<file path="src/t1_alarm_pkg.sv">
package t1_alarm_pkg;

  // Register addresses on the parallel control port
  localparam logic [7:0] LINE_ALARM_STATUS_ADDR = 8'h20;
  localparam logic [7:0] EVENT_STATUS_ADDR      = 8'h21;
  localparam logic [7:0] LINE_MASK_ADDR         = 8'h7F;
  localparam logic [7:0] EVENT_MASK_ADDR        = 8'h6F;
  localparam logic [7:0] MASK_RESET             = 8'h00;
  localparam logic [7:0] RDATA_UNMAPPED         = 8'h00;

  // Bit positions in line_alarm_status
  localparam int unsigned LUP_BIT  = 7;
  localparam int unsigned LDN_BIT  = 6;
  localparam int unsigned TX_CLOCK_LOST_BIT = 5;
  localparam int unsigned SLIP_BIT = 4;
  // Bits 3..0 are the four alarms whose every change interrupts
  localparam logic [7:0]  ALARM_BITS = 8'h0F;

  // Transmit clock loss: one channel time
  localparam int unsigned REF_CLK_PERIOD_NS  = 10;
  localparam int unsigned TXCLK_LOSS_NS      = 5200;
  localparam int unsigned TXCLK_LOSS_CYCLES  = TXCLK_LOSS_NS / REF_CLK_PERIOD_NS;

  // Receive timing in line bits at the T1 rate
  localparam int unsigned T1_BITS_PER_MS     = 1544;
  localparam int unsigned BLUE_WINDOW_MS     = 3;
  localparam int unsigned SEC_SHORT_MS       = 999;
  localparam int unsigned SEC_LONG_MS        = 1002;
  localparam int unsigned BLUE_WINDOW_BITS_DEF = T1_BITS_PER_MS * BLUE_WINDOW_MS;
  localparam int unsigned SEC_SHORT_BITS_DEF   = T1_BITS_PER_MS * SEC_SHORT_MS;
  localparam int unsigned SEC_LONG_BITS_DEF    = T1_BITS_PER_MS * SEC_LONG_MS;

  // Alarm thresholds
  localparam int unsigned BLUE_SET_MAX_ZEROS = 5;
  localparam int unsigned RED_SET_ZEROS      = 192;
  localparam int unsigned RED_CLEAR_WINDOW   = 112;
  localparam int unsigned RED_CLEAR_ONES     = 14;
  localparam int unsigned YEL_WINDOW         = 256;
  localparam int unsigned YEL_MIN_ZEROS      = 254;
  localparam int unsigned ESF_SET_RUN        = 16;
  localparam int unsigned ESF_CLEAR_MAX      = 14;
  localparam int unsigned FDL_BYTE_BITS      = 8;
  localparam int unsigned ABORT_ONES         = 8;
  localparam int unsigned T1_CHANNELS        = 24;

  // One-second tick phase: two short seconds then one long
  typedef enum logic [1:0] {
    SEC_FIRST  = 2'b00,
    SEC_SECOND = 2'b01,
    SEC_THIRD  = 2'b10
  } sec_phase_e;

endpackage

</file>
<file path="src/t1_alarm_status_flags.sv">
module t1_alarm_status_flags #(
  parameter int unsigned BLUE_WINDOW_BITS = t1_alarm_pkg::BLUE_WINDOW_BITS_DEF,
  parameter int unsigned SEC_SHORT_BITS   = t1_alarm_pkg::SEC_SHORT_BITS_DEF,
  parameter int unsigned SEC_LONG_BITS    = t1_alarm_pkg::SEC_LONG_BITS_DEF
) (
  input  wire logic       ref_clk,
  input  wire logic       resetn,
  input  wire logic [7:0] cpu_addr,
  input  wire logic       cpu_rd,
  input  wire logic       cpu_wr,
  input  wire logic [7:0] cpu_wdata,
  output logic      [7:0] cpu_rdata,
  output logic            int_n,
  input  wire logic       rx_bit_en,
  input  wire logic       rx_positive_rail_in,
  input  wire logic       rx_negative_rail_in,
  input  wire logic       framer_in_sync,
  input  wire logic       slip_event,
  input  wire logic       rx_mf_boundary,
  input  wire logic       tx_mf_boundary,
  input  wire logic       loop_up_match,
  input  wire logic       loop_down_match,
  input  wire logic       tx_clock_in,
  input  wire logic       loss_pin_select,
  input  wire logic       tx_clock_fallback_enable,
  input  wire logic       yellow_mode_select,
  input  wire logic       esf_mode,
  input  wire logic       chan_bit_en,
  input  wire logic       chan_bit2,
  input  wire logic       chan_sig_en,
  input  wire logic [4:0] chan_index,
  input  wire logic [3:0] chan_sig,
  input  wire logic       fbit12_en,
  input  wire logic       fbit12,
  input  wire logic       fdl_bit_en,
  input  wire logic       fdl_bit,
  input  wire logic       fdl_pattern_en,
  input  wire logic       fdl_pattern_00ff,
  input  wire logic [7:0] link_match_reg_a,
  input  wire logic [7:0] link_match_reg_b,
  input  wire logic       tx_link_drained,
  output logic            loss_indicator_pin,
  output logic            tx_clock_use_recovered
);
  import t1_alarm_pkg::*;

  // Detector state
  logic        txclk_q, txclk_d;
  logic [9:0]  txcnt_q, txcnt_d;
  logic [7:0]  zrun_q, zrun_d;
  logic        red_q, red_d;
  logic        rclr_q, rclr_d;
  logic [6:0]  rpos_q, rpos_d;
  logic [4:0]  rones_q, rones_d;
  logic [12:0] bwin_q, bwin_d;
  logic [2:0]  bzero_q, bzero_d;
  logic        blue_q, blue_d;
  logic        yel_q, yel_d;
  logic [7:0]  ycnt_q, ycnt_d;
  logic [8:0]  yzero_q, yzero_d;
  logic [1:0]  fhist_q, fhist_d;
  logic [4:0]  erun_q, erun_d;
  logic [3:0]  eblk_q, eblk_d;
  logic [4:0]  ehits_q, ehits_d;
  logic [20:0] scnt_q, scnt_d;
  sec_phase_e  sphase_q, sphase_d;
  logic        tick_q, tick_d;
  logic [7:0]  fsh_q, fsh_d;
  logic [2:0]  fnum_q, fnum_d;
  logic [3:0]  fones_q, fones_d;
  logic        ffull_q, ffull_d;
  logic        fmatch_q, fmatch_d;
  logic        fabort_q, fabort_d;
  logic        sigchg_q, sigchg_d;
  logic [T1_CHANNELS-1:0] sseen_q, sseen_d;
  logic [3:0]  sig_mem [T1_CHANNELS];
  logic        sig_we;

  logic        bit_one;
  logic        tx_clock_lost;
  logic [7:0]  byte_now;
  logic [20:0] sec_limit;

  assign bit_one = rx_positive_rail_in | rx_negative_rail_in;

  // Line alarms, tick, link and signaling detectors
  always_comb begin
    txclk_d = tx_clock_in;
    txcnt_d = txcnt_q;
    zrun_d = zrun_q;  red_d = red_q;  rclr_d = rclr_q;
    rpos_d = rpos_q;  rones_d = rones_q;
    bwin_d = bwin_q;  bzero_d = bzero_q;  blue_d = blue_q;
    yel_d = yel_q;  ycnt_d = ycnt_q;  yzero_d = yzero_q;  fhist_d = fhist_q;
    erun_d = erun_q;  eblk_d = eblk_q;  ehits_d = ehits_q;
    scnt_d = scnt_q;  sphase_d = sphase_q;  tick_d = 1'b0;
    fsh_d = fsh_q;  fnum_d = fnum_q;  fones_d = fones_q;
    ffull_d = 1'b0;  fmatch_d = 1'b0;  fabort_d = 1'b0;
    sigchg_d = 1'b0;  sseen_d = sseen_q;  sig_we = 1'b0;
    byte_now = {fsh_q[6:0], fdl_bit};
    sec_limit = (sphase_q == SEC_THIRD) ? SEC_LONG_BITS[20:0] : SEC_SHORT_BITS[20:0];
    tx_clock_lost = (txcnt_q == TXCLK_LOSS_CYCLES[9:0]);
    if (tx_clock_in != txclk_q) begin
      txcnt_d = '0;
    end else if (!tx_clock_lost) begin
      txcnt_d = txcnt_q + 10'h001;
    end
    if (rx_bit_en) begin
      zrun_d = bit_one ? 8'h00 : zrun_q + 8'h01;
      if (!red_q && !bit_one && zrun_q == 8'(RED_SET_ZEROS - 1)) begin
        red_d = 1'b1;
        rclr_d = 1'b0;
      end
      // Ones density window opened by first one
      // Clear as soon as the fourteenth one lands inside the window
      if (red_q && rclr_q) begin
        rpos_d = rpos_q + 7'h01;
        rones_d = rones_q + {4'h0, bit_one};
        if (rones_d >= 5'(RED_CLEAR_ONES)) begin
          red_d = 1'b0;
          rclr_d = 1'b0;
          zrun_d = 8'h00;
        end else if (rpos_q == 7'(RED_CLEAR_WINDOW - 1)) begin
          rclr_d = 1'b0;
        end
      end else if (red_q && bit_one) begin
        rclr_d = 1'b1;
        rpos_d = 7'h01;
        rones_d = 5'h01;
      end
      // Back-to-back windows; zero count saturates at six
      if (!bit_one && bzero_q != 3'h6) begin
        bzero_d = bzero_q + 3'h1;
      end
      bwin_d = bwin_q + 13'h0001;
      if (bwin_q == 13'(BLUE_WINDOW_BITS - 1)) begin
        // Set on five or fewer, clear on six or more
        blue_d = (bzero_d <= 3'(BLUE_SET_MAX_ZEROS));
        bwin_d = '0;
        bzero_d = '0;
      end
      scnt_d = scnt_q + 21'h000001;
      if (scnt_q == sec_limit - 21'h000001) begin
        scnt_d = '0;
        tick_d = 1'b1;
        case (sphase_q)
          SEC_FIRST:  sphase_d = SEC_SECOND;
          SEC_SECOND: sphase_d = SEC_THIRD;
          SEC_THIRD:  sphase_d = SEC_FIRST;
          default:    sphase_d = SEC_FIRST;
        endcase
      end
    end
    if (!esf_mode && !yellow_mode_select && chan_bit_en) begin
      ycnt_d = ycnt_q + 8'h01;
      yzero_d = yzero_q + {8'h00, !chan_bit2};
      if (ycnt_q == 8'(YEL_WINDOW - 1)) begin
        yel_d = (yzero_d >= 9'(YEL_MIN_ZEROS));
        yzero_d = '0;
      end
    end
    if (!esf_mode && yellow_mode_select && fbit12_en) begin
      fhist_d = {fhist_q[0], fbit12};
      if (fhist_d == 2'b11) begin
        yel_d = 1'b1;
      end else if (fhist_d == 2'b00) begin
        yel_d = 1'b0;
      end
    end
    if (esf_mode && fdl_pattern_en) begin
      if (!yel_q) begin
        // Sixteen 00FF patterns in a row
        erun_d = fdl_pattern_00ff ? erun_q + 5'h01 : 5'h00;
        if (erun_d == 5'(ESF_SET_RUN)) begin
          yel_d = 1'b1;
          erun_d = '0;
          eblk_d = '0;
          ehits_d = '0;
        end
      end else begin
        // Clear on 14 or fewer of 16
        eblk_d = eblk_q + 4'h1;
        ehits_d = ehits_q + {4'h0, fdl_pattern_00ff};
        if (eblk_q == 4'(ESF_SET_RUN - 1)) begin
          if (ehits_d <= 5'(ESF_CLEAR_MAX)) begin
            yel_d = 1'b0;
          end
          ehits_d = '0;
        end
      end
    end
    if (fdl_bit_en) begin
      fsh_d = byte_now;
      fnum_d = fnum_q + 3'h1;
      // Byte complete, compare both match values
      if (fnum_q == 3'(FDL_BYTE_BITS - 1)) begin
        ffull_d = 1'b1;
        fmatch_d = (byte_now == link_match_reg_a) || (byte_now == link_match_reg_b);
      end
      // Abort on the eighth one in a row
      fones_d = !fdl_bit ? 4'h0 : (fones_q == 4'(ABORT_ONES)) ? fones_q : fones_q + 4'h1;
      fabort_d = fdl_bit && (fones_q == 4'(ABORT_ONES - 1));
    end
    // Compare against last signaling seen on the channel
    if (chan_sig_en && chan_index < 5'(T1_CHANNELS)) begin
      sig_we = 1'b1;
      sseen_d[chan_index] = 1'b1;
      sigchg_d = sseen_q[chan_index] && (sig_mem[chan_index] != chan_sig);
    end
  end

  // Detector registers; signaling history needs no reset thanks to sseen_q
  always_ff @(posedge ref_clk) begin
    if (sig_we) begin
      sig_mem[chan_index] <= chan_sig;
    end
    if (!resetn) begin
      txclk_q <= 1'b0;  txcnt_q <= '0;
      zrun_q <= '0;  red_q <= 1'b0;  rclr_q <= 1'b0;  rpos_q <= '0;  rones_q <= '0;
      bwin_q <= '0;  bzero_q <= '0;  blue_q <= 1'b0;
      yel_q <= 1'b0;  ycnt_q <= '0;  yzero_q <= '0;  fhist_q <= 2'b00;
      erun_q <= '0;  eblk_q <= '0;  ehits_q <= '0;
      scnt_q <= '0;  sphase_q <= SEC_FIRST;  tick_q <= 1'b0;
      fsh_q <= '0;  fnum_q <= '0;  fones_q <= '0;
      ffull_q <= 1'b0;  fmatch_q <= 1'b0;  fabort_q <= 1'b0;
      sigchg_q <= 1'b0;  sseen_q <= '0;
    end else begin
      txclk_q <= txclk_d;  txcnt_q <= txcnt_d;
      zrun_q <= zrun_d;  red_q <= red_d;  rclr_q <= rclr_d;
      rpos_q <= rpos_d;  rones_q <= rones_d;
      bwin_q <= bwin_d;  bzero_q <= bzero_d;  blue_q <= blue_d;
      yel_q <= yel_d;  ycnt_q <= ycnt_d;  yzero_q <= yzero_d;  fhist_q <= fhist_d;
      erun_q <= erun_d;  eblk_q <= eblk_d;  ehits_q <= ehits_d;
      scnt_q <= scnt_d;  sphase_q <= sphase_d;  tick_q <= tick_d;
      fsh_q <= fsh_d;  fnum_q <= fnum_d;  fones_q <= fones_d;
      ffull_q <= ffull_d;  fmatch_q <= fmatch_d;  fabort_q <= fabort_d;
      sigchg_q <= sigchg_d;  sseen_q <= sseen_d;
    end
  end

  // Host side state
  logic [7:0] line_lvl_q, line_lvl_d;
  logic [7:0] line_pend_q, line_pend_d;
  logic [7:0] evt_q, evt_d;
  logic [7:0] mask1_q, mask1_d;
  logic [7:0] mask2_q, mask2_d;
  logic [7:0] rdata_q, rdata_d;
  logic       int_n_q, int_n_d;
  logic       lpin_q, lpin_d;
  logic       fallback_q, fallback_d;
  logic [7:0] line_now;
  logic [7:0] line_set;
  logic [7:0] evt_set;

  // Status, masks, interrupt and read port
  always_comb begin
    // Live levels; slip position carries no level
    line_now = {loop_up_match, loop_down_match, tx_clock_lost, 1'b0,
                blue_q, yel_q, red_q, !framer_in_sync};
    line_lvl_d = line_now;
    // Alarms flag any change, others only a rising edge
    line_set = ((line_now ^ line_lvl_q) & ALARM_BITS) | (line_now & ~line_lvl_q & ~ALARM_BITS);
    line_set[SLIP_BIT] = slip_event;
    evt_set = {rx_mf_boundary, tx_mf_boundary, tick_q, ffull_q,
               tx_link_drained, fmatch_q, fabort_q, sigchg_q};
    line_pend_d = line_pend_q;
    evt_d = evt_q;
    mask1_d = mask1_q;
    mask2_d = mask2_q;
    rdata_d = RDATA_UNMAPPED;
    if (cpu_rd) begin
      case (cpu_addr)
        LINE_ALARM_STATUS_ADDR: begin
          rdata_d = {line_lvl_q[7:5], line_pend_q[SLIP_BIT], line_lvl_q[3:0]};
          line_pend_d = '0;
        end
        EVENT_STATUS_ADDR: begin
          rdata_d = evt_q;
          evt_d = '0;
        end
        LINE_MASK_ADDR:  rdata_d = mask1_q;
        EVENT_MASK_ADDR: rdata_d = mask2_q;
        default:         rdata_d = RDATA_UNMAPPED;
      endcase
    end
    if (cpu_wr && cpu_addr == LINE_MASK_ADDR) begin
      mask1_d = cpu_wdata;
    end
    if (cpu_wr && cpu_addr == EVENT_MASK_ADDR) begin
      mask2_d = cpu_wdata;
    end
    // New causes win over a read that clears
    line_pend_d = line_pend_d | line_set;
    evt_d = evt_d | evt_set;
    // Mask one lets a cause through
    int_n_d = !(|(line_pend_d & mask1_d) || |(evt_d & mask2_d));
    lpin_d = loss_pin_select ? tx_clock_lost : !framer_in_sync;
    fallback_d = tx_clock_fallback_enable && tx_clock_lost;
  end

  // Host side registers; interrupt held released throughout reset
  always_ff @(posedge ref_clk) begin
    if (!resetn) begin
      line_lvl_q <= '0;
      line_pend_q <= '0;
      evt_q <= '0;
      mask1_q <= MASK_RESET;
      mask2_q <= MASK_RESET;
      rdata_q <= RDATA_UNMAPPED;
      int_n_q <= 1'b1;
      lpin_q <= 1'b0;
      fallback_q <= 1'b0;
    end else begin
      line_lvl_q <= line_lvl_d;
      line_pend_q <= line_pend_d;
      evt_q <= evt_d;
      mask1_q <= mask1_d;
      mask2_q <= mask2_d;
      rdata_q <= rdata_d;
      int_n_q <= int_n_d;
      lpin_q <= lpin_d;
      fallback_q <= fallback_d;
    end
  end

  assign cpu_rdata = rdata_q;
  assign int_n = int_n_q;
  assign loss_indicator_pin = lpin_q;
  assign tx_clock_use_recovered = fallback_q;

endmodule

</file>
<file path="config.mk">
export PLATFORM = sky130hd
export DESIGN_NAME = t1_alarm_status_flags
export DESIGN_NICKNAME = d
export VERILOG_FILES = /design/src/t1_alarm_pkg.sv /design/src/t1_alarm_status_flags.sv
export SDC_FILE = /design/constraint.sdc
export NUM_CORES = 1
export LEC_CHECK = 0
export ABC_CLOCK_PERIOD_IN_PS = 3350
export CORE_MARGIN = 4
export CORE_UTILIZATION = 49
export DETAILED_ROUTE_END_ITERATION = 8
export DONT_BUFFER_PORTS = 1
export PLACE_DENSITY_LB_ADDON = 0.08
export SLEW_MARGIN = 30
export SYNTH_ARGS = -nofsm -noshare
export SYNTH_HDL_FRONTEND = slang
export SYNTH_SLANG_ARGS = --single-unit
</file>
<file path="constraint.sdc">
create_clock -name ref_clk -period 3.35 [get_ports ref_clk]
set_clock_uncertainty 0.05 [all_clocks]
set_input_delay 0.335 -clock ref_clk [delete_from_list [all_inputs] [get_ports ref_clk]]
set_output_delay 0.335 -clock ref_clk [all_outputs]
set_load 0.005 [all_outputs]
</file>
==> impl_metrics.csv <==
group,metric,value,unit
status,status,"finished, final reports clean",
clocking,ctsLongestPathBuffers,3,
global_route,grt_pass1_wl,45.8,mm
global_route,globalRoute.busiestLayer,"met2",
floorplan,initial_core_util,50.2,%
setup_path,crit_path_start_kind,"flip-flop",
setup_path,cpMaxStageDelayCell,"nand2_1",
clocking,cts_root_buf,"clkbuf_16",
synthesis,syn_inst,1213,
setup_path,critPathArrivalTime,2.78,ns
global_route,grt_max_degree,69,
power_and_ir_drop,vdd_ir_drop_max,0.000335,V
routing,final_antenna_net_count,0,
global_route,met1_usage,28.1,%
clocking,path_clk_slew,0.06,ns
power_and_ir_drop,comb_power_share,3.8,%
timing,slew_headroom,37.5,%
synthesis,synth_nets,1303,
placed_design,dp_hpwl,17.3,mm
placed_design,dpl-instance-area,0.0130,mm²
routing,wl_per_cell,17.3,µm
synthesis,syn_area_per_cell,10.5,µm²
clocking,cts_sinks,295,
timing,tns,0,ns
finish,most-common-layout-cells,"nor2_1, dfxtp_1, edfxtp_1",
routing,drtPass1Iterations,5,
global_route,grtUsageMet2,31.0,%
routing,via_per_inst,5.54,
timing,slew_viol_final,0,
global_route,use_met3,3.85,%
setup_path,crit_top_cell,"nand2_1",
timing,fin_crit_sh,73.8,%
placed_design,post-place-cells,1503,
setup_path,end_kind,"flip-flop",
setup_path,cp_max_fo,20,
global_route,grt_antenna_before_repair,0,
finish,mostFrequentLayoutCell,"nor2_1",
power_and_ir_drop,seq_power_share,47.5,%
timing,holdWs,0.0250,ns
placed_design,io_buffers,0,
floorplan,die_w,169,µm
power_and_ir_drop,leakagePower,5.19,nW
synthesis,synth_flop_cell,"dfxtp_1",
power_and_ir_drop,p_per_area,546,mW/mm²
floorplan,dieArea,0.0286,mm²
setup_path,critPathMaxStageDelay,0.56,ns
synthesis,synth_top_area_share,31.3,%
synthesis,synth_top_cell_by_area,"dfxtp_1",
setup_path,crit_family,"simple AND/OR/NAND/NOR gates",
finish,layout.nets,1329,
setup_path,path_cells,"or4_1 -> or3_1 -> a21oi_1 -> nand2_1 -> nand2_1 -> nor2_1",
setup_path,worstSetupPathType,"reg -> reg",
floorplan,ioPinCount,80,
power_and_ir_drop,clkPwrFrac,48.7,%
floorplan,core,0.0253,mm²
synthesis,ys_seq_area_share,54.0,%
clocking,htree_levels,2,
floorplan,die_y,169,µm
synthesis,synth_warnings,0,
power_and_ir_drop,switchingPower,1.59,mW
placed_design,gp_congestion,0.827,
timing,final-hold-violation-count,0,
routing,num_vias,8834,
worst_hold_path,hold_path.class,"in -> reg",
finish,finish.utilization,57.2,%
timing,fmax,404,MHz
timing,finalSetupViolations,0,
synthesis,ys_types,69,
finish,final_area,0.0145,mm²
timing,finalCriticalPeriod,2.47,ns
routing,drt_iter0_markers,675,
finish,synthToLayoutAreaGrowth,13.8,%
timing,rsz0062_at_grt,"no",
setup_path,cp.required,3.66,ns
finish,drive_above_1_share,7.75,%
power_and_ir_drop,p_int,6.31,mW
power_and_ir_drop,fin_total_pwr,7.90,mW
global_route,grt_pass1_vias,8848,
synthesis,syn_area,0.0127,mm²
floorplan,rows,58,
finish,antenna_cells,0,
synthesis,ys_ff_latch,295,
placed_design,preCtsSetupSlack,0.579,ns
timing,finalWorstSetupSlack,0.877,ns
clocking,cts_tree,"built",
timing,tightest_slew,0.934,ns
routing,drc,0,
global_route,grt_overflow,0,
clocking,numCtsBuffers,34,
synthesis,ys_top_cells_by_area,"dfxtp_1, edfxtp_1, nor2_1, mux2i_1, mux4_2",
power_and_ir_drop,switching_share,20.1,%
routing,wl,27.6,mm
finish,fillers,2210,
global_route,grt_usage,19.6,%
synthesis,async_reset_ff_share,0,%
flow_run,maxCapViolCount,0,
clocking,clk-insertion-delay-late,0.50,ns
finish,instances_no_fill,1595,
synthesis,synth_edf_count,96,
setup_path,crit_buf_inv,0,
-- worst register-to-register path: cells and delay by family (launching register included) --
| family | cells | cell delay (ns) |
|---|---|---|
| AO/OA/AOI/OAI | 1 | 0.26 |
| flip-flops | 1 | 0.36 |
| AND/OR/NAND/NOR | 5 | 1.66 |
-- what timing repair did --
item	in CTS	in global routing
gates resized for setup	0	0
endpoints found under the hold margin	161	0
setup buffers	0	0
hold buffers	30	0
setup endpoints to repair	0	0
-- routing by layer --
layer	wire, µm	share of wire, %
met5	0	0
met4	437	1.6
met3	1510	5.5
met2	12500	45
met1	13100	48
-- sequential cells by signal (all words and copies together), names as in the netlist, 9 cells and up --
name and flops:
bwin_q 13, scnt_q 21, sig_mem 96, sseen_q 24
txcnt_q 10, yzero_q 9
-- synth_stat cells (7+ instances only) --
library cell    n
o22a_1          8
nor3_1         13
ha_1           21
xnor2_1        48
edfxtp_1       96
inv_1          18
mux2i_1        56
nor2b_1         8
nand3_1        48
nand2_1        73
mux4_2         24
o21ai_0        24
a21oi_1        60
and3_1         20
nor2_1        246
clkbuf_1       34
o22ai_1        14
nand4_1        31
dfxtp_1       199
or3_1           7
and2_1         15
xor2_1         47
a22oi_1         8
nor3b_1         7
-- power groups by stage --
stage	Combinational [mW]	Sequential (mW)	Clock, mW
after floorplan	0.237	3.82	0
after global placement	0.240	3.83	0
after detailed placement	0.243	3.83	0
after CTS	0.306	3.75	3.95
after global routing	0.338	3.76	4.10
final	0.304	3.75	3.85
-- kinds of logic (layout without fill, tap and decap cells) --
group                      after synthesis  after routing  share of synthesized area (%)
buffers and inverters                   64            116                           2.03
and+or+nand+nor                        511            511                           19.4
adders and majority gates               22             22                           2.14
DFF                                    295            295                           54.0
muxes                                   86             86                           9.19
AOI/OAI and AO/OA                      140            140                           6.74
xor gates and xnor gates                95             95                           6.54
-- final timing paths --
kind                            from                       to  slack, ns  cells past startpoint
max           scnt_q[6]$_SDFFE_PN0P_   scnt_q[6]$_SDFFE_PN0P_       0.88                      6
min                          fdl_bit  fones_q[2]$_SDFFE_PN0P_       0.03                      2
max reg2reg   scnt_q[6]$_SDFFE_PN0P_   scnt_q[6]$_SDFFE_PN0P_       0.88                      6
min reg2reg  rones_q[0]$_SDFFE_PN0P_  rones_q[0]$_SDFFE_PN0P_       0.41                      2
-- area by class of cell --
class	count	area [µm²]	share of cell area (%)
timing repair buffer	35	348	2.40
clock inverter	12	184	1.27
clock buffer	50	995	6.87
multi-input combinational	854	5600	38.7
inverter	19	73.8	0.510
sequential	295	6870	47.4
tap	330	413	2.85
Note: power is estimated with default switching activity, not from simulation.
